$ cat config.mk
export PLATFORM = sky130hd
export DESIGN_NAME = sci_clock_sync_control
export DESIGN_NICKNAME = d
export VERILOG_FILES = /design/src/rtl/sci_clk_pkg.sv /design/src/rtl/baud_divider.sv /design/src/rtl/sci_clock_sync_control.sv
export VERILOG_INCLUDE_DIRS = /design/src /design/src/rtl
export SDC_FILE = /design/constraint.sdc
export NUM_CORES = 1
export LEC_CHECK = 0
export ABC_AREA = 1
export ABC_CLOCK_PERIOD_IN_PS = 1500
export BUFFER_PORTS_ARGS = -buffer_cell sky130_fd_sc_hd__buf_2
export CAP_MARGIN = 20
export CORE_UTILIZATION = 50
export CTS_CLUSTER_DIAMETER = 40
export DETAILED_ROUTE_END_ITERATION = 16
export PLACE_DENSITY = 0.73
export SLEW_MARGIN = 10
export SYNTH_ARGS = -nofsm -noshare
export SYNTH_HDL_FRONTEND = slang
export SYNTH_SLANG_ARGS = --single-unit
$ cat constraint.sdc
create_clock -name clk -period 1.5 [get_ports clk]
set_input_delay 0.075 -clock clk [delete_from_list [all_inputs] [get_ports clk]]
set_output_delay 0.075 -clock clk [all_outputs]
set_load 0.005 [all_outputs]
$ cat src/rtl/sci_clk_cfg.svh
// register offsets, field positions, reset values and counts for the
// serial clock and synchronous-line control block; definitions only
`ifndef SCI_CLK_CFG_SVH
`define SCI_CLK_CFG_SVH

// register offsets on the 8-bit register port
`define STAT_ADDR 8'hfa
`define CC_ADDR   8'hfb
`define BDH_ADDR  8'hfc
`define BDL_ADDR  8'hfd
`define SIC_ADDR  8'hfe
`define SOC_ADDR  8'hff

// reset values
`define CC_RST    8'h00
`define SIC_RST   8'h03
`define SOC_RST   8'h01
`define BD_RST    16'h0000

// clock_config fields
`define CC_PIN_HI 7
`define CC_PIN_LO 6
`define CC_EXTRX  5
`define CC_BSRC   4
`define CC_OVS    3
`define CC_ECHO   2
`define CC_LOOP   1
`define CC_STICK  0

// sync_input_control fields
`define SIC_SYNC  7
`define SIC_RXINV 6
`define SIC_RXEDG 5
`define SIC_CGATE 4
`define SIC_CPOL  3
`define SIC_INDIS 2

// sync_output_control fields
`define SOC_TXINV 7
`define SOC_TXIDL 6
`define SOC_CKEDG 5
`define SOC_CKIDL 4
`define SOC_FSIG  3
`define SOC_FPOL  2
`define SOC_OTRI  1

// divider limits and oversampling
`define MIN_DIV   16'd2
`define OVS_LAST  4'd15

`endif

$ cat src/rtl/sci_clk_pkg.sv
// types shared by the serial clock control block
// assumes sci_clk_cfg.svh carries every number
package sci_clk_pkg;

  // function of the serial clock pin
  typedef enum logic [1:0] {
    PIN_GPIO     = 2'b00,
    PIN_CLK_IN   = 2'b01,
    PIN_BAUD_OUT = 2'b10,
    PIN_SYNC_OUT = 2'b11
  } clk_pin_mode_t;

  // where the transmitter stands inside a frame
  typedef enum logic [2:0] {
    FR_IDLE  = 3'b001,
    FR_FIRST = 3'b010,
    FR_REST  = 3'b100
  } frame_state_t;

endpackage : sci_clk_pkg

$ cat src/rtl/baud_divider.sv
// programmable divide-by-N counter for the baud clock
// assumes srcTick is a one-cycle enable already in the clk domain
`timescale 1ns/10ps
`include "sci_clk_cfg.svh"
module baud_divider
  import sci_clk_pkg::*;
(
  input  wire logic        clk,
  input  wire logic        rst,
  input  wire logic        clkEn,
  input  wire logic        srcTick,
  input  wire logic        load,
  input  wire logic [15:0] divisor,
  output logic             tick,
  output logic             level
);

  logic [15:0] count_reg;
  logic        tick_reg;
  logic        level_reg;
  logic        stopped;
  logic        wrap;

  assign stopped = divisor < `MIN_DIV;
  assign wrap    = srcTick && !load && !stopped && (count_reg == 16'd1);

  // count down, reload at one; a write reloads at once so the first
  // period is never a long leftover count
  always_ff @(posedge clk) begin
    if (rst) begin
      count_reg <= `BD_RST;
    end else if (clkEn) begin
      if (load || stopped) begin
        count_reg <= divisor;
      end else if (srcTick) begin
        count_reg <= wrap ? divisor : count_reg - 16'd1;
      end
    end
  end

  // one pulse per N source ticks
  always_ff @(posedge clk) begin
    if (rst) begin
      tick_reg <= 1'b0;
    end else if (clkEn) begin
      tick_reg <= wrap;
    end
  end

  // square wave, high in the upper half of the count
  always_ff @(posedge clk) begin
    if (rst) begin
      level_reg <= 1'b0;
    end else if (clkEn) begin
      level_reg <= !stopped && (count_reg > (divisor >> 1));
    end
  end

  assign tick  = tick_reg;
  assign level = level_reg;

  property p_stopped;
    @(posedge clk) disable iff (rst)
    stopped && clkEn |=> !tick_reg [*2];
  endproperty
  a_stopped: assert property (p_stopped)
    else $error("divider ticked while stopped");

  property p_reload;
    @(posedge clk) disable iff (rst)
    load && clkEn |=> count_reg == $past(divisor);
  endproperty
  a_reload: assert property (p_reload)
    else $error("divisor not loaded at once");

endmodule : baud_divider

$ cat src/rtl/sci_clock_sync_control.sv
// clock selection, test modes and synchronous-line control of the
// serial unit: pin muxing, baud divider, gating and frame strobes
// assumes the transmitter and receiver shift logic sit outside and
// run on clk; line pins arrive unsynchronised
//
// Function
// - two select bits set clock pin function
// - external select clocks receiver from rx pin
// - baud source: internal clock or rx pin
// - 16x or 1x clocking for both directions
// - auto echo drives output from input pin
// - loopback forces output high, loops shift data
// - stick parity inverts selected parity
// - baud counter divides by 16-bit divisor
// - divisor write reloads the counter at once
// - divisor 0 or 1 stops the generator
// - sync controls ignored unless sync enabled
// - rx invert touches received data only
// - rx clock edge select; echo copies clock
// - carrier level gates the external rx clock
// - carrier polarity; echo copies carrier to request
// - input disable ignores data and rx clock, not carrier
// - tx invert touches transmitter data only
// - tx idle level high or low
// - tx clock edge and idle level
// - frame request leads first, trails last edge
// - first-bit strobe high during first bit
// - even select picks odd or even parity
`timescale 1ns/10ps
`include "sci_clk_cfg.svh"
module sci_clock_sync_control
  import sci_clk_pkg::*;
(
  input  wire logic       clk,
  input  wire logic       rst,
  input  wire logic       clkEn,
  input  wire logic [7:0] regAddr,
  input  wire logic [7:0] regWrData,
  input  wire logic       regWr,
  input  wire logic       regRd,
  output logic      [7:0] regRdData,
  input  wire logic       serialInPin,
  input  wire logic       rxClockInPin,
  input  wire logic       txClockInPin,
  input  wire logic       carrierDetectIn,
  input  wire logic       txShiftOut,
  input  wire logic       txFrameActive,
  input  wire logic       txBitStart,
  input  wire logic       evenParitySel,
  output logic            serialOutPin,
  output logic            serialOutOeN,
  output logic            serialClockOutPin,
  output logic            serialClockOutOeN,
  output logic            frameRequestOut,
  output logic            frameRequestOeN,
  output logic            firstBitStrobeOut,
  output logic            rxSerialData,
  output logic            rxSampleTick,
  output logic            txBitTick,
  output logic            oversample16,
  output logic            parityEven
);

  logic [7:0]    cc_reg;
  logic [7:0]    sic_reg;
  logic [7:0]    soc_reg;
  logic [15:0]   bd_reg;
  logic          load_reg;
  logic [7:0]    rdData_reg;
  logic [7:0]    rdData_next;
  logic          pinMeta_reg [4];
  logic          pinSync_reg [4];
  logic [1:0]    pinPrev_reg;
  logic [3:0]    ovsCnt_reg;
  logic          frameOnPrev_reg;
  frame_state_t  frame_reg;
  frame_state_t  frame_next;
  logic [3:0]    pinRaw;
  logic          serial_in_pin;
  logic          rxCk;
  logic          txCk;
  logic          cdIn;
  clk_pin_mode_t pinMode;
  logic          syncOn;
  logic          echoOn;
  logic          loopOn;
  logic          inDis;
  logic          rxInv;
  logic          gateEn;
  logic          carrierAct;
  logic          rxEdgeOk;
  logic          extRxTick;
  logic          txSrcTick;
  logic          baudTick;
  logic          baudLevel;
  logic          rxRawBit;
  logic          txIdleLvl;
  logic          ckIdleLvl;
  logic          ckRun;
  logic          reqActLvl;
  logic          parEff;
  logic          outTri;
  logic          fsigOn;

  // line pins, order: data, rx clock, tx clock, carrier
  assign pinRaw = {carrierDetectIn, txClockInPin, rxClockInPin, serialInPin};

  // two-flop synchronisers, one per line pin
  for (genvar i = 0; i < 4; i++) begin : g_sync
    always_ff @(posedge clk) begin
      if (rst) begin
        pinMeta_reg[i] <= 1'b0;
        pinSync_reg[i] <= 1'b0;
      end else if (clkEn) begin
        pinMeta_reg[i] <= pinRaw[i];
        pinSync_reg[i] <= pinMeta_reg[i];
      end
    end
  end

  assign serial_in_pin  = pinSync_reg[0];
  assign rxCk = pinSync_reg[1];
  assign txCk = pinSync_reg[2];
  assign cdIn = pinSync_reg[3];

  // previous clock pin levels for edge detection
  always_ff @(posedge clk) begin
    if (rst) begin
      pinPrev_reg <= 2'b00;
    end else if (clkEn) begin
      pinPrev_reg <= {txCk, rxCk};
    end
  end

  // every sync field is forced off while sync mode is off
  assign syncOn    = sic_reg[`SIC_SYNC];
  assign echoOn    = cc_reg[`CC_ECHO];
  assign loopOn    = cc_reg[`CC_LOOP];
  assign pinMode   = clk_pin_mode_t'(cc_reg[`CC_PIN_HI:`CC_PIN_LO]);
  assign inDis     = syncOn && sic_reg[`SIC_INDIS];
  assign rxInv     = syncOn && sic_reg[`SIC_RXINV];
  assign gateEn    = syncOn && sic_reg[`SIC_CGATE];
  assign outTri    = syncOn && soc_reg[`SOC_OTRI];
  assign fsigOn    = syncOn && soc_reg[`SOC_FSIG];
  assign txIdleLvl = !(syncOn && soc_reg[`SOC_TXIDL]);
  assign ckIdleLvl = !(syncOn && soc_reg[`SOC_CKIDL]);

  // carrier matches the programmed active level
  assign carrierAct = cdIn == (syncOn && sic_reg[`SIC_CPOL]);

  // chosen active edge of the rx clock pin, dropped when inputs are off
  assign rxEdgeOk = !inDis && ((syncOn && sic_reg[`SIC_RXEDG]) ?
                    (!rxCk && pinPrev_reg[0]) : (rxCk && !pinPrev_reg[0]));

  // carrier gate passes the rx clock only while carrier is active
  assign extRxTick = rxEdgeOk && (!gateEn || carrierAct);

  // baud generator fed from the system clock or the rx clock pin
  baud_divider u_baud (
    .clk     (clk),
    .rst     (rst),
    .clkEn   (clkEn),
    .srcTick (cc_reg[`CC_BSRC] ? rxEdgeOk : 1'b1),
    .load    (load_reg),
    .divisor (bd_reg),
    .tick    (baudTick),
    .level   (baudLevel)
  );

  // transmit clock from the tx clock pin or the baud generator
  assign txSrcTick = (pinMode == PIN_CLK_IN) ?
                     (txCk && !pinPrev_reg[1]) : baudTick;

  // register writes; a divisor write also arms a counter reload
  always_ff @(posedge clk) begin
    if (rst) begin
      cc_reg  <= `CC_RST;
      sic_reg <= `SIC_RST;
      soc_reg <= `SOC_RST;
      bd_reg  <= `BD_RST;
    end else if (clkEn && regWr) begin
      case (regAddr)
        `CC_ADDR:  cc_reg <= regWrData;
        `BDH_ADDR: bd_reg[15:8] <= regWrData;
        `BDL_ADDR: bd_reg[7:0] <= regWrData;
        `SIC_ADDR: sic_reg <= regWrData;
        `SOC_ADDR: soc_reg <= regWrData;
        default: ;
      endcase
    end
  end

  // reload lands one cycle after the write, once bd_reg holds it
  always_ff @(posedge clk) begin
    if (rst) begin
      load_reg <= 1'b0;
    end else if (clkEn) begin
      load_reg <= regWr && (regAddr == `BDH_ADDR || regAddr == `BDL_ADDR);
    end
  end

  // read mux; unmapped offsets read zero
  always_comb begin
    rdData_next = 8'h00;
    case (regAddr)
      `STAT_ADDR: rdData_next = {4'h0, bd_reg >= `MIN_DIV, carrierAct,
                                 frameOnPrev_reg, serial_in_pin};
      `CC_ADDR:   rdData_next = cc_reg;
      `BDH_ADDR:  rdData_next = bd_reg[15:8];
      `BDL_ADDR:  rdData_next = bd_reg[7:0];
      `SIC_ADDR:  rdData_next = sic_reg;
      `SOC_ADDR:  rdData_next = soc_reg;
      default:    rdData_next = 8'h00;
    endcase
  end

  // read data stand for exactly the cycle after the strobe
  always_ff @(posedge clk) begin
    if (rst) begin
      rdData_reg <= 8'h00;
    end else if (clkEn) begin
      rdData_reg <= regRd ? rdData_next : 8'h00;
    end
  end

  // 16x mode emits one bit tick per sixteen clock ticks
  always_ff @(posedge clk) begin
    if (rst) begin
      ovsCnt_reg <= 4'h0;
      txBitTick  <= 1'b0;
    end else if (clkEn) begin
      if (txSrcTick) begin
        ovsCnt_reg <= ovsCnt_reg + 4'h1;
      end
      txBitTick <= txSrcTick && (cc_reg[`CC_OVS] || ovsCnt_reg == `OVS_LAST);
    end
  end

  // receiver sample clock, mode flag and effective parity
  always_ff @(posedge clk) begin
    if (rst) begin
      rxSampleTick <= 1'b0;
      oversample16 <= 1'b1;
      parityEven   <= 1'b0;
    end else if (clkEn) begin
      rxSampleTick <= cc_reg[`CC_EXTRX] ? extRxTick : baudTick;
      oversample16 <= !cc_reg[`CC_OVS];
      parityEven   <= parEff;
    end
  end

  // even select gives the base type; stick flips it
  assign parEff = evenParitySel ^ cc_reg[`CC_STICK];

  // receive data path: loopback takes raw shift data, no inversion
  assign rxRawBit = inDis ? 1'b1 : (serial_in_pin ^ rxInv);

  always_ff @(posedge clk) begin
    if (rst) begin
      rxSerialData <= 1'b1;
    end else if (clkEn) begin
      rxSerialData <= loopOn ? txShiftOut : rxRawBit;
    end
  end

  // serial output; echo copies the raw pin and ignores both inverts
  always_ff @(posedge clk) begin
    if (rst) begin
      serialOutPin <= 1'b1;
      serialOutOeN <= 1'b0;
    end else if (clkEn) begin
      serialOutOeN <= outTri;
      if (loopOn) begin
        serialOutPin <= 1'b1;
      end else if (echoOn) begin
        serialOutPin <= serial_in_pin;
      end else if (!txFrameActive) begin
        serialOutPin <= txIdleLvl;
      end else begin
        serialOutPin <= txShiftOut ^ (syncOn && soc_reg[`SOC_TXINV]);
      end
    end
  end

  // frame seen last cycle; request leads clock edges by one cycle
  // and trails them by one, so the far end sees it settled
  always_ff @(posedge clk) begin
    if (rst) begin
      frameOnPrev_reg <= 1'b0;
    end else if (clkEn) begin
      frameOnPrev_reg <= txFrameActive;
    end
  end

  assign ckRun     = txFrameActive && frameOnPrev_reg;
  assign reqActLvl = syncOn && soc_reg[`SOC_FPOL];

  // clock pin function; only the sync clock is parked between frames
  always_ff @(posedge clk) begin
    if (rst) begin
      serialClockOutPin <= 1'b0;
      serialClockOutOeN <= 1'b1;
    end else if (clkEn) begin
      if (echoOn) begin
        serialClockOutPin <= rxCk;
        serialClockOutOeN <= outTri;
      end else begin
        unique case (pinMode)
          PIN_BAUD_OUT: begin
            serialClockOutPin <= baudLevel;
            serialClockOutOeN <= outTri;
          end
          PIN_SYNC_OUT: begin
            serialClockOutPin <= ckRun ?
              (baudLevel ^ (syncOn && soc_reg[`SOC_CKEDG])) : ckIdleLvl;
            serialClockOutOeN <= outTri;
          end
          PIN_GPIO, PIN_CLK_IN: begin
            serialClockOutPin <= 1'b0;
            serialClockOutOeN <= 1'b1;
          end
        endcase
      end
    end
  end

  // frame request; echo copies the carrier pin whatever the polarity
  always_ff @(posedge clk) begin
    if (rst) begin
      frameRequestOut <= 1'b1;
      frameRequestOeN <= 1'b1;
    end else if (clkEn) begin
      if (echoOn) begin
        frameRequestOut <= cdIn;
        frameRequestOeN <= outTri;
      end else if (fsigOn) begin
        frameRequestOut <= (txFrameActive || frameOnPrev_reg) ?
                           reqActLvl : !reqActLvl;
        frameRequestOeN <= outTri;
      end else begin
        frameRequestOut <= 1'b1;
        frameRequestOeN <= 1'b1;
      end
    end
  end

  // first-bit tracker: first bit lasts until the next bit starts
  always_comb begin
    frame_next = frame_reg;
    unique case (frame_reg)
      FR_IDLE:  if (txFrameActive && txBitStart) frame_next = FR_FIRST;
      FR_FIRST: begin
        if (!txFrameActive) frame_next = FR_IDLE;
        else if (txBitStart) frame_next = FR_REST;
      end
      FR_REST:  if (!txFrameActive) frame_next = FR_IDLE;
      default:  frame_next = FR_IDLE;
    endcase
  end

  always_ff @(posedge clk) begin
    if (rst) begin
      frame_reg         <= FR_IDLE;
      firstBitStrobeOut <= 1'b0;
    end else if (clkEn) begin
      frame_reg         <= frame_next;
      firstBitStrobeOut <= fsigOn && (frame_next == FR_FIRST);
    end
  end

  assign regRdData = rdData_reg;

  property p_loop_high;
    @(posedge clk) disable iff (rst)
    clkEn && loopOn |=> serialOutPin;
  endproperty
  a_loop_high: assert property (p_loop_high)
    else $error("loopback output not high");

  property p_echo;
    @(posedge clk) disable iff (rst)
    clkEn && echoOn && !loopOn |=> serialOutPin == $past(serial_in_pin);
  endproperty
  a_echo: assert property (p_echo)
    else $error("echo output differs from input");

  property p_tx_idle;
    @(posedge clk) disable iff (rst)
    clkEn && !loopOn && !echoOn && !txFrameActive
      |=> serialOutPin == $past(txIdleLvl);
  endproperty
  a_tx_idle: assert property (p_tx_idle)
    else $error("serial output not at idle level");

  property p_rx_data;
    @(posedge clk) disable iff (rst)
    clkEn && !loopOn |=> rxSerialData == $past(rxRawBit);
  endproperty
  a_rx_data: assert property (p_rx_data)
    else $error("received data path wrong");

  property p_stick;
    @(posedge clk) disable iff (rst)
    clkEn && evenParitySel && cc_reg[`CC_STICK] |=> !parityEven;
  endproperty
  a_stick: assert property (p_stick)
    else $error("stick parity not inverted");

  property p_gate;
    @(posedge clk) disable iff (rst)
    clkEn && cc_reg[`CC_EXTRX] && gateEn && !carrierAct |=> !rxSampleTick;
  endproperty
  a_gate: assert property (p_gate)
    else $error("rx clock passed without carrier");

  property p_ck_idle;
    @(posedge clk) disable iff (rst)
    clkEn && !echoOn && pinMode == PIN_SYNC_OUT && !txFrameActive
      |=> serialClockOutPin == $past(ckIdleLvl) && !serialClockOutOeN == !$past(outTri);
  endproperty
  a_ck_idle: assert property (p_ck_idle)
    else $error("clock output moved without frame");

  property p_req_lead;
    @(posedge clk) disable iff (rst)
    clkEn && !echoOn && fsigOn && txFrameActive && !frameOnPrev_reg
      |=> frameRequestOut == $past(reqActLvl);
  endproperty
  a_req_lead: assert property (p_req_lead)
    else $error("frame request late");

  property p_sds_fall;
    @(posedge clk) disable iff (rst)
    clkEn && firstBitStrobeOut && txBitStart |=> !firstBitStrobeOut;
  endproperty
  a_sds_fall: assert property (p_sds_fall)
    else $error("first-bit strobe held past second bit");

endmodule : sci_clock_sync_control
### After elaboration in Yosys (flattened, before gate mapping)

Memory sizes are Yosys's and may differ from the RTL's.
Cells that the tools add are included.

| cells by class | value |
|---|---|
| add/sub/neg operators | 2 |
| order comparisons | 3 |
| equal/unequal tests | 16 |
| mux-type cells | 42 |
| bitwise logic cells | 12 |
| reduce and logical (&&, ||, !) cells | 54 |

Operator list:

| kind | count |
|---|---|
| equality test 8 bit, second input constant | 6 |
| 2-to-1 mux 16 bit | 3 |
| one-hot mux 8 bit (6 select lines) | 1 |
| 2-to-1 mux 1 bit | 30 |
| logical AND 1 bit | 27 |
| equality test 16 x 1 -> 1 bit, second input constant | 1 |
| >= comparator 16 x 2 -> 1 bit, second input constant | 1 |
| > comparator 16 x 15 -> 1 bit | 1 |
| less-than comparator 16 x 2 -> 1 bit, second input constant | 1 |
| subtractor 16 x 1 -> 16 bit, second input constant | 1 |
| AND reduction 2 bit | 7 |
| 2-to-1 mux 3 bit | 4 |
| logical NOT 1 bit | 11 |
| one-hot mux 3 bit (3 select lines) | 1 |
| 2-to-1 mux 8 bit | 1 |
| OR 1 bit | 8 |
| equality test 3 x 2 -> 1 bit, second input constant | 2 |
| logical OR 1 bit | 5 |
| adder 4 x 1 -> 4 bit, second input constant | 1 |
| equality test 2 bit, second input constant | 2 |
| equality test 4 bit, second input constant | 1 |
| OR reduction 2 bit | 2 |
| XOR 1 bit | 4 |
| equality test 3 x 1 -> 1 bit, second input constant | 1 |
| 7 further kinds | 7 |

| word-level totals | value |
|---|---|
| bits in registers | 89 |
| RAM bits | 8 |
| bits of input ports | 29 |
| output and inout port bits | 20 |
| word-level logic and storage cells | 157 |
| memories | 2 |

Memory list:

| name | depth | bits a word | rd ports | clocked after Yosys merged registers in | wr ports | line | text |
|---|---|---|---|---|---|---|---|
| pinMeta_reg | 4 | 1 | 4 | 0 | 4 | sci_clock_sync_control.sv:71 | `logic pinMeta_reg [4];` |
| pinSync_reg | 4 | 1 | 4 | 0 | 4 | sci_clock_sync_control.sv:72 | `logic pinSync_reg [4];` |

### Logic depth before layout (Yosys ltp)

Gate-level depths: netlist (run 1).

| logic depth | value |
|---|---|
| depth after elaboration | 11 |
| gate-level depth with buffers | 12 |
| depth with buffers taken out | 11 |

### Hierarchy

Synthesis (run 1) repeated with hierarchy kept, for this count alone.

| second synthesis, totals | value |
|---|---|
| cells, all modules | 843 |
| area total of the unflattened synthesis | 5627.9 sq um |

By module, submodules not included:

| module | times used | cells each | area an instance (sq um) | sequential area each (sq um) |
|---|---|---|---|---|
| sci_clock_sync_control | 1 | 527 | 3796.1 | 1661.6 |
| baud_divider | 1 | 316 | 1831.8 | 360.3 |

### Worst setup path before layout (run 1)

No wires, ideal clock.

| timing path | value |
|---|---|
| path kind | register to register |
| start point | register u_baud.count_reg[1] |
| end point | register u_baud.count_reg[12] |
| library setup time | 0.132 ns |
| data arrival time | 1.327 ns |
| required time | 1.368 ns |
| setup slack | 0.041 ns |
| cell stages (with the launch flop) | 13 |
| buffers on the path | 1 |
| clock period less this slack | 1.459 ns |
| cells stage by stage | dfxtp_1 > inv_1 > ha_1 > inv_1 > nor3_1 > nand2_1 > nor2_4 > nand2_4 > nand2_4 > buf_6 > nand2_1 > nand3_1 > a21oi_1 |

| between the ends | value |
|---|---|
| word-level cells in the longest chain between the ends | 5 |
| elaborated cells on any way between the ends | 6 |
| classes of those cells | add/sub (1); eq/ne (1); mux (3); reduce/logical (1) |

RTL lines:

| what | line | text |
|---|---|---|
| start, declared | baud_divider.sv:18 | `logic [15:0] count_reg;` |
| start signal, assigned | baud_divider.sv:31 | `` count_reg <= `BD_RST; `` |
| start signal, assigned | baud_divider.sv:34 | `count_reg <= divisor;` |
| start signal, assigned | baud_divider.sv:36 | `count_reg <= wrap ? divisor : count_reg - 16'd1;` |
| parallel branches: the longest is 2 deep, another holds subtractor 16 x 1 -> 16 bit | -- |  |
| 2-to-1 mux 16 bit (*) | baud_divider.sv:36 |  |
| 2-to-1 mux 16 bit (*) | baud_divider.sv:35 | `end else if (srcTick) begin` |
| 2-to-1 mux 16 bit (*) | baud_divider.sv:33 | `if (load \|\| stopped) begin` |

Every way passes the cells marked *. The select of a mux whose other input is x is not followed.
A chain may end at the register's enable or synchronous reset.

==> flow_summary_export.csv, run 1 <==
group,metric,value,unit
min_path,min-delay-start,"serialInPin",
timing,clock-skew-final,0.0118,ns
global_route,grt_use_total,0.302,
timing,finalHoldViolations,0,
finish,final_util,0.638,
run_status,violations,"setup timing",
global_route,grt_max_degree,44,
timing,slew_headroom,0.722,
min_path,min_path_type,"in2reg",
clocking,clockRootBuffer,"clkbuf_8",
clocking,clk_pin_slew_worst_paths,0.09,ns
min_path,min_path_cells,3,
placement,place_area,0.00599,mm^2
pwr,leakage,0.00293,uW
timing,rsz0062_at_grt,"true",
clocking,cts_sinks,97,
worst_setup_path,crit_arrival,1.94,ns
logic_synthesis,synth_cell_types,41,
pwr,ir_worst_vdd,412,uV
worst_setup_path,path_class,"reg2reg",
detailed_routing,vias_per_cell,5.49,
logic_synthesis,synth_fp_nets,790,
worst_setup_path,cp-end-kind,"register",
logic_synthesis,syn_inst,743,
finish,final_layout_size_suffix_gt1_frac,0.249,
worst_setup_path,crit_fanout,8,
placement,place_inst,964,
finish,fin_area,0.00653,mm^2
placement,portBuffers,48,
logic_synthesis,seq_area_frac_synth,0.385,
detailed_routing,drtAntennaViolNets,0,
worst_setup_path,timing.rr.end,"u_baud.count_reg[4]",
die,start_util,0.513,
worst_setup_path,required,1.82,ns
placement,place.gp.congestion,0.940,
die,std_cell_rows,37,
timing,max_freq,616,MHz
clocking,cts_buffers,9,
finish,diodes,0,
die,coreArea,0.0102,mm^2
global_route,grt_pass1_wl,26.0,mm
die,dieArea,0.0109,mm^2
timing,worst_slew_pin_slew,0.417,ns
detailed_routing,drc,0,
detailed_routing,wire_per_inst,15.6,um
die,ioPinCount,49,
clocking,cts_tree,"yes",
detailed_routing,wl,15.6,mm
detailed_routing,dr.first_iter.drc_count,467,
worst_setup_path,regToRegSetupSlack,-0.12,ns
timing,holdWs,0.00200,ns
die,fp.dieW,104,um
logic_synthesis,synth-seq-cells,97,
run_status,outcome,"finished with violations",
finish,final_cells,1000,
finish,final_nets,906,
finish,nFillCells,905,
timing,drv_slew,0,
timing,worst_slack,-0.123,ns
clocking,cts_htree_levels,3,
die,dieHeight,104,um
timing,setup_viol,18,
worst_setup_path,r2r_start,"pinSync_reg[1]",
clocking,clock_latency,0.38,ns
logic_synthesis,avgSynthCellArea,7.07,um^2
global_route,antenna_found_initial,0,
min_path,min_to,"pinMeta_reg[0]",
finish,area_growth,24.4,%
timing,post-route-min-period,1.62,ns
timing,layout_worst_path_cycle_share,1.08,
job,drv_cap,0,
placement,hpwlAfterDp,11.4,mm
detailed_routing,dr.pass1.iters,7,
logic_synthesis,ys_warn_count,0,
worst_setup_path,cp-start-kind,"register",
global_route,grt_pass1_vias,5343,
detailed_routing,via_count,5492,
clocking,ctsLongestPathBuffers,2,
worst_setup_path,r2r_cells,10,
logic_synthesis,synth_area,0.00525,mm^2
pwr,power_density,745,mW/mm^2
global_route,grt_overflow,0,
placement,place_ws,-0.160,ns
[layer usage]
| metal | wire, um | GRT usage | up-vias | share of wire |
|---|---|---|---|---|
| met5 | 0 | 0 | - | 0 |
| met4 | 455 | 0.131 | 0 | 0.029 |
| met3 | 1230 | 0.0558 | 45 | 0.079 |
| met2 | 7190 | 0.490 | 214 | 0.46 |
| met1 | 6690 | 0.391 | 2556 | 0.43 |
| li1 | - | - | 2677 | - |
[synthesized netlist by cell type]
master / count / share of area
ha_1: 18 / 0.043
a31oi_4: 1 / 0.0041
nand2_1: 157 / 0.11
nand3_1: 52 / 0.050
nor2_2: 5 / 0.0060
o22a_1: 1 / 0.0017
inv_2: 6 / 0.0043
o21ai_0: 69 / 0.066
dfxtp_1: 89 / 0.34
clkbuf_1: 8 / 0.0057
a31oi_1: 4 / 0.0048
o211ai_2: 2 / 0.0048
nand2_2: 10 / 0.012
nor3b_1: 1 / 0.0014
xnor2_1: 5 / 0.0083
nor2_8: 1 / 0.0038
inv_1: 93 / 0.066
o21ai_2: 2 / 0.0033
o211ai_1: 1 / 0.0014
nand3_4: 1 / 0.0033
a21oi_1: 74 / 0.071
o22ai_1: 16 / 0.019
clkinv_1: 1 / 0.00071
nor3_4: 1 / 0.0031
buf_6: 7 / 0.015
nand2_4: 2 / 0.0043
a21oi_2: 1 / 0.0017
edfxtp_1: 8 / 0.046
buf_2: 3 / 0.0029
nor4_1: 1 / 0.0012
o32ai_1: 1 / 0.0017
a22oi_1: 2 / 0.0029
o21ai_1: 5 / 0.0048
nor2_4: 5 / 0.011
nand3b_1: 3 / 0.0043
xor2_1: 3 / 0.0050
nor2_1: 71 / 0.051
buf_4: 2 / 0.0029
o21a_1: 1 / 0.0014
nor3_1: 6 / 0.0057
nand4_1: 4 / 0.0048
[metrics by stage]
stage	setup TNS, ns	total power [uW]
2_1_floorplan	0	3050
3_3_place_gp	-1.48	3250
3_5_place_dp	-1.64	3270
4_1_cts	-0.600	4830
5_1_grt	-2.76	5040
6_report	-1.17	4860
[layout make-up]
cell class,instances,area (um^2),area share
Clock buffer,12,135,0.0207
Clock inverter,4,31.3,0.00479
Inverter,100,375,0.0575
Multi-Input combinational cell,526,2890,0.442
Sequential cell,97,2040,0.312
Tap cell,136,170,0.0261
Timing Repair Buffer,125,896,0.137
[what timing repair did]
action | 4_1_cts | 5_1_grt
setup endpoints to repair | 18 | 25
gates resized for setup | 42 | 19
pin swaps | 23 | 6
hold buffers | 4 | 0
buffers inserted | 14 | 2
hold endpoints to repair | 4 | 0
[power breakdown]
part           internal [uW]  total [uW]  switching (uW)
logic                    255         632             377
clock network            612        1550             942
registers               2650        2680            30.1
[worst max-delay path by stage]
stage               slack [ns]              endpoint  cells past startpoint                start
global placement         -0.12   u_baud.count_reg[5]                     10       pinSync_reg[1]
finish                   -0.12   u_baud.count_reg[4]                     10       pinSync_reg[1]
global route             -0.20   u_baud.count_reg[4]                     10       pinSync_reg[1]
detailed placement       -0.16          u_baud.level                     10           bd_reg[15]
floorplan                 0.04  u_baud.count_reg[12]                     12  u_baud.count_reg[1]
CTS                      -0.06  u_baud.count_reg[13]                     10            bd_reg[7]
[cells by family (layout without fill, tap and decap cells)]
kind of cell / after synthesis / count (layout) / share of synthesized area
simple gates: 320 / 320 / 0.273
compound gates: 180 / 180 / 0.188
buf+inv: 120 / 241 / 0.0979
flops: 97 / 97 / 0.385
fa+ha+maj: 18 / 18 / 0.0429
xor+xnor: 8 / 8 / 0.0133
[layout by cell type, fill, tap and decap left out, types with 4 or more instances in the layout]
master         netlist  final
a21oi_1             74     70
a21oi_2              1      4
a31oi_1              4      4
buf_2                3     48
buf_4                2     62
buf_6                7      8
clkbuf_8             0      9
dfxtp_1             89     77
dfxtp_2              0     12
dlygate4sd3_1        0      4
edfxtp_1             8      8
ha_1                18     17
inv_1               93     91
inv_2                6      8
nand2_1            157    156
nand2_2             10      9
nand3_1             52     44
nand3_2              0      8
nand4_1              4      4
nor2_1              71     65
nor2_2               5     10
nor2_4               5      6
o21ai_0             69     65
o21ai_1              5      6
o21ai_2              2      5
o22ai_1             16     15
xnor2_1              5      4
[critical path, cell delays in order (launching register included)]
cell and delay (ns):
edfxtp_1 0.44, inv_1 0.10, nand2_1 0.05, nand2_1 0.06, nand3_2 0.09, nand2_4 0.12
nor2_4 0.05, nor2_4 0.21, buf_6 0.19, nand3_1 0.12, a21oi_2 0.13
No activity file was read; power rests on OpenSTA's default activity.
==> run 2: changes to the inputs <==
ABC_CLOCK_PERIOD_IN_PS = default   (was 1500)
BUFFER_PORTS_ARGS = default   (was -buffer_cell sky130_fd_sc_hd__buf_2)
DONT_BUFFER_PORTS = 1   (was default)
PLACE_DENSITY = 0.69   (was 0.73)
==> flow_summary_export.csv, run 2 (same netlist as run 1, synthesis figures left out) <==
group,metric,value,unit
placement,portBuffers,0,
finish,seqCellArea,0.00203,mm^2
timing,setup_viol,18,
clocking,cts_buffers,9,
detailed_routing,vias_per_cell,5.50,
worst_setup_path,cp-start-kind,"register",
clocking,cts_tree,"yes",
global_route,grt_overflow,0,
clocking,clockRootBuffer,"clkbuf_8",
die,std_cell_rows,37,
placement,place.gp.congestion,0.900,
min_path,min_path_type,"in2reg",
detailed_routing,drtAntennaViolNets,0,
worst_setup_path,crit_fanout,6,
pwr,ir_worst_vdd,500,uV
finish,final_util,0.638,
detailed_routing,drc,0,
timing,holdWs,-0.261,ns
timing,drv_slew,0,
die,dieArea,0.0109,mm^2
placement,place_area,0.00573,mm^2
timing,worst_slack,-0.155,ns
detailed_routing,via_count,5290,
die,start_util,0.513,
finish,multiInputGateArea,0.00299,mm^2
clocking,cts_sinks,97,
finish,final_nets,868,
placement,hpwlAfterDp,11.2,mm
worst_setup_path,crit_path_cell_trace,"inv_1 -> nand2_1 -> nand2_2 -> nand3_4 -> nand2_4 -> buf_6 -> nand2_8 -> clkbuf_16 -> nand3b_1 -> nand3_2 -> a21oi_2",
die,dieHeight,104,um
finish,diodes,0,
job,drv_cap,0,
timing,clock-skew-final,0.0109,ns
timing,finalHoldViolations,15,
run_status,violations,"hold timing, setup timing",
timing,post-route-min-period,1.65,ns
clocking,cts_htree_levels,3,
worst_setup_path,crit_arrival,1.97,ns
detailed_routing,dr.first_iter.drc_count,386,
global_route,grt_pass1_wl,25.5,mm
clocking,ctsLongestPathBuffers,2,
run_status,outcome,"finished with violations",
worst_setup_path,required,1.81,ns
clocking,cts_hold_buf,25,
detailed_routing,wl,15.8,mm
finish,final_layout_size_suffix_gt1_frac,0.214,
die,fp.dieW,104,um
placement,place_inst,914,
clocking,clk_pin_slew_worst_paths,0.10,ns
worst_setup_path,worst_path_largest_cell_delay,0.43,ns
global_route,grt_pass1_vias,5301,
finish,area_growth,24.4,%
global_route,antenna_found_initial,0,
timing,worst_slew_pin_slew,0.463,ns
die,coreArea,0.0102,mm^2
timing,rsz0062_at_grt,"true",
worst_setup_path,crit_buf_inv,3,
global_route,grt_use_total,0.296,
worst_setup_path,path_class,"reg2reg",
detailed_routing,dr.pass1.iters,5,
finish,nFillCells,873,
timing,layout_worst_path_cycle_share,1.10,
timing,max_freq,604,MHz
worst_setup_path,cp_slowest_cell,"edfxtp_1",
clocking,clock_latency,0.38,ns
pwr,leakage,0.00275,uW
finish,final_cells,962,
die,ioPinCount,49,
pwr,finalPower,4920,uW
worst_setup_path,cp-end-kind,"register",
finish,fin_area,0.00653,mm^2
global_route,grt_max_degree,42,
timing,slew_headroom,0.690,
finish,final_cell_mix,"nand2_1 (155), inv_1 (85), dfxtp_1 (79), o21ai_0 (65), nor2_1 (65)",
pwr,power_density,753,mW/mm^2
timing,tns,-1.60,ns
detailed_routing,wire_per_inst,16.4,um
finish,layout_commonest_cell,"nand2_1",
worst_setup_path,path_delay_family,"simple AND/OR/NAND/NOR gates",
==> run 2: cell type report <==
| class | count | share of cell area |
|---|---|---|
| sequential | 97 | 0.311 |
| clock buffer | 10 | 0.0195 |
| inverter | 100 | 0.0575 |
| clock inverter | 6 | 0.00785 |
| tap | 136 | 0.0261 |
| multi-input combinational | 527 | 0.458 |
| timing repair buffer | 86 | 0.120 |
==> run 2: metal layers <==
metal,vias to the layer above,wire (um),part of all wire,global-route usage
li1,2604,-,-,-
met1,2459,6570,0.42,0.355
met2,179,7750,0.49,0.509
met3,48,790,0.050,0.0445
met4,0,653,0.041,0.160
met5,-,0,0,0
==> run 2: stage by stage <==
step / setup slack (ns) / hold WS, ns
after CTS: -0.0640 / -0.265
after global placement: -0.154 / 0.150
after global routing: -0.215 / -0.271
after detailed placement: -0.193 / 0.150
final: -0.155 / -0.261
after floorplan: 0.0407 / 0.229
==> run 2: final timing paths <==
path / startpoint / cells past startpoint / slack (ns) / endpoint
max: pinSync_reg[1] / 11 / -0.15 / u_baud.count_reg[6]
min: rst / 1 / -0.26 / u_baud.count_reg[13]
max reg2reg: pinSync_reg[1] / 11 / -0.15 / u_baud.count_reg[6]
min reg2reg: pinPrev_reg[1] / 2 / 0.47 / pinPrev_reg[1]
==> run 2: power breakdown <==
part           switching (uW)  internal (uW)  total, uW
Clock                    1010            627       1630
Sequential               31.8           2650       2680
Combinational             361            244        605
Total                    1400           3520       4920
==> run 2: what timing repair did <==
| item | CTS | global route |
|---|---|---|
| endpoints found under the setup margin | 18 | 25 |
| buffers inserted | 3 | 2 |
| gates cloned | 1 | 1 |
| endpoints found under the hold margin | 76 | 15 |
| gates resized for setup | 42 | 37 |
| pin swaps | 16 | 10 |
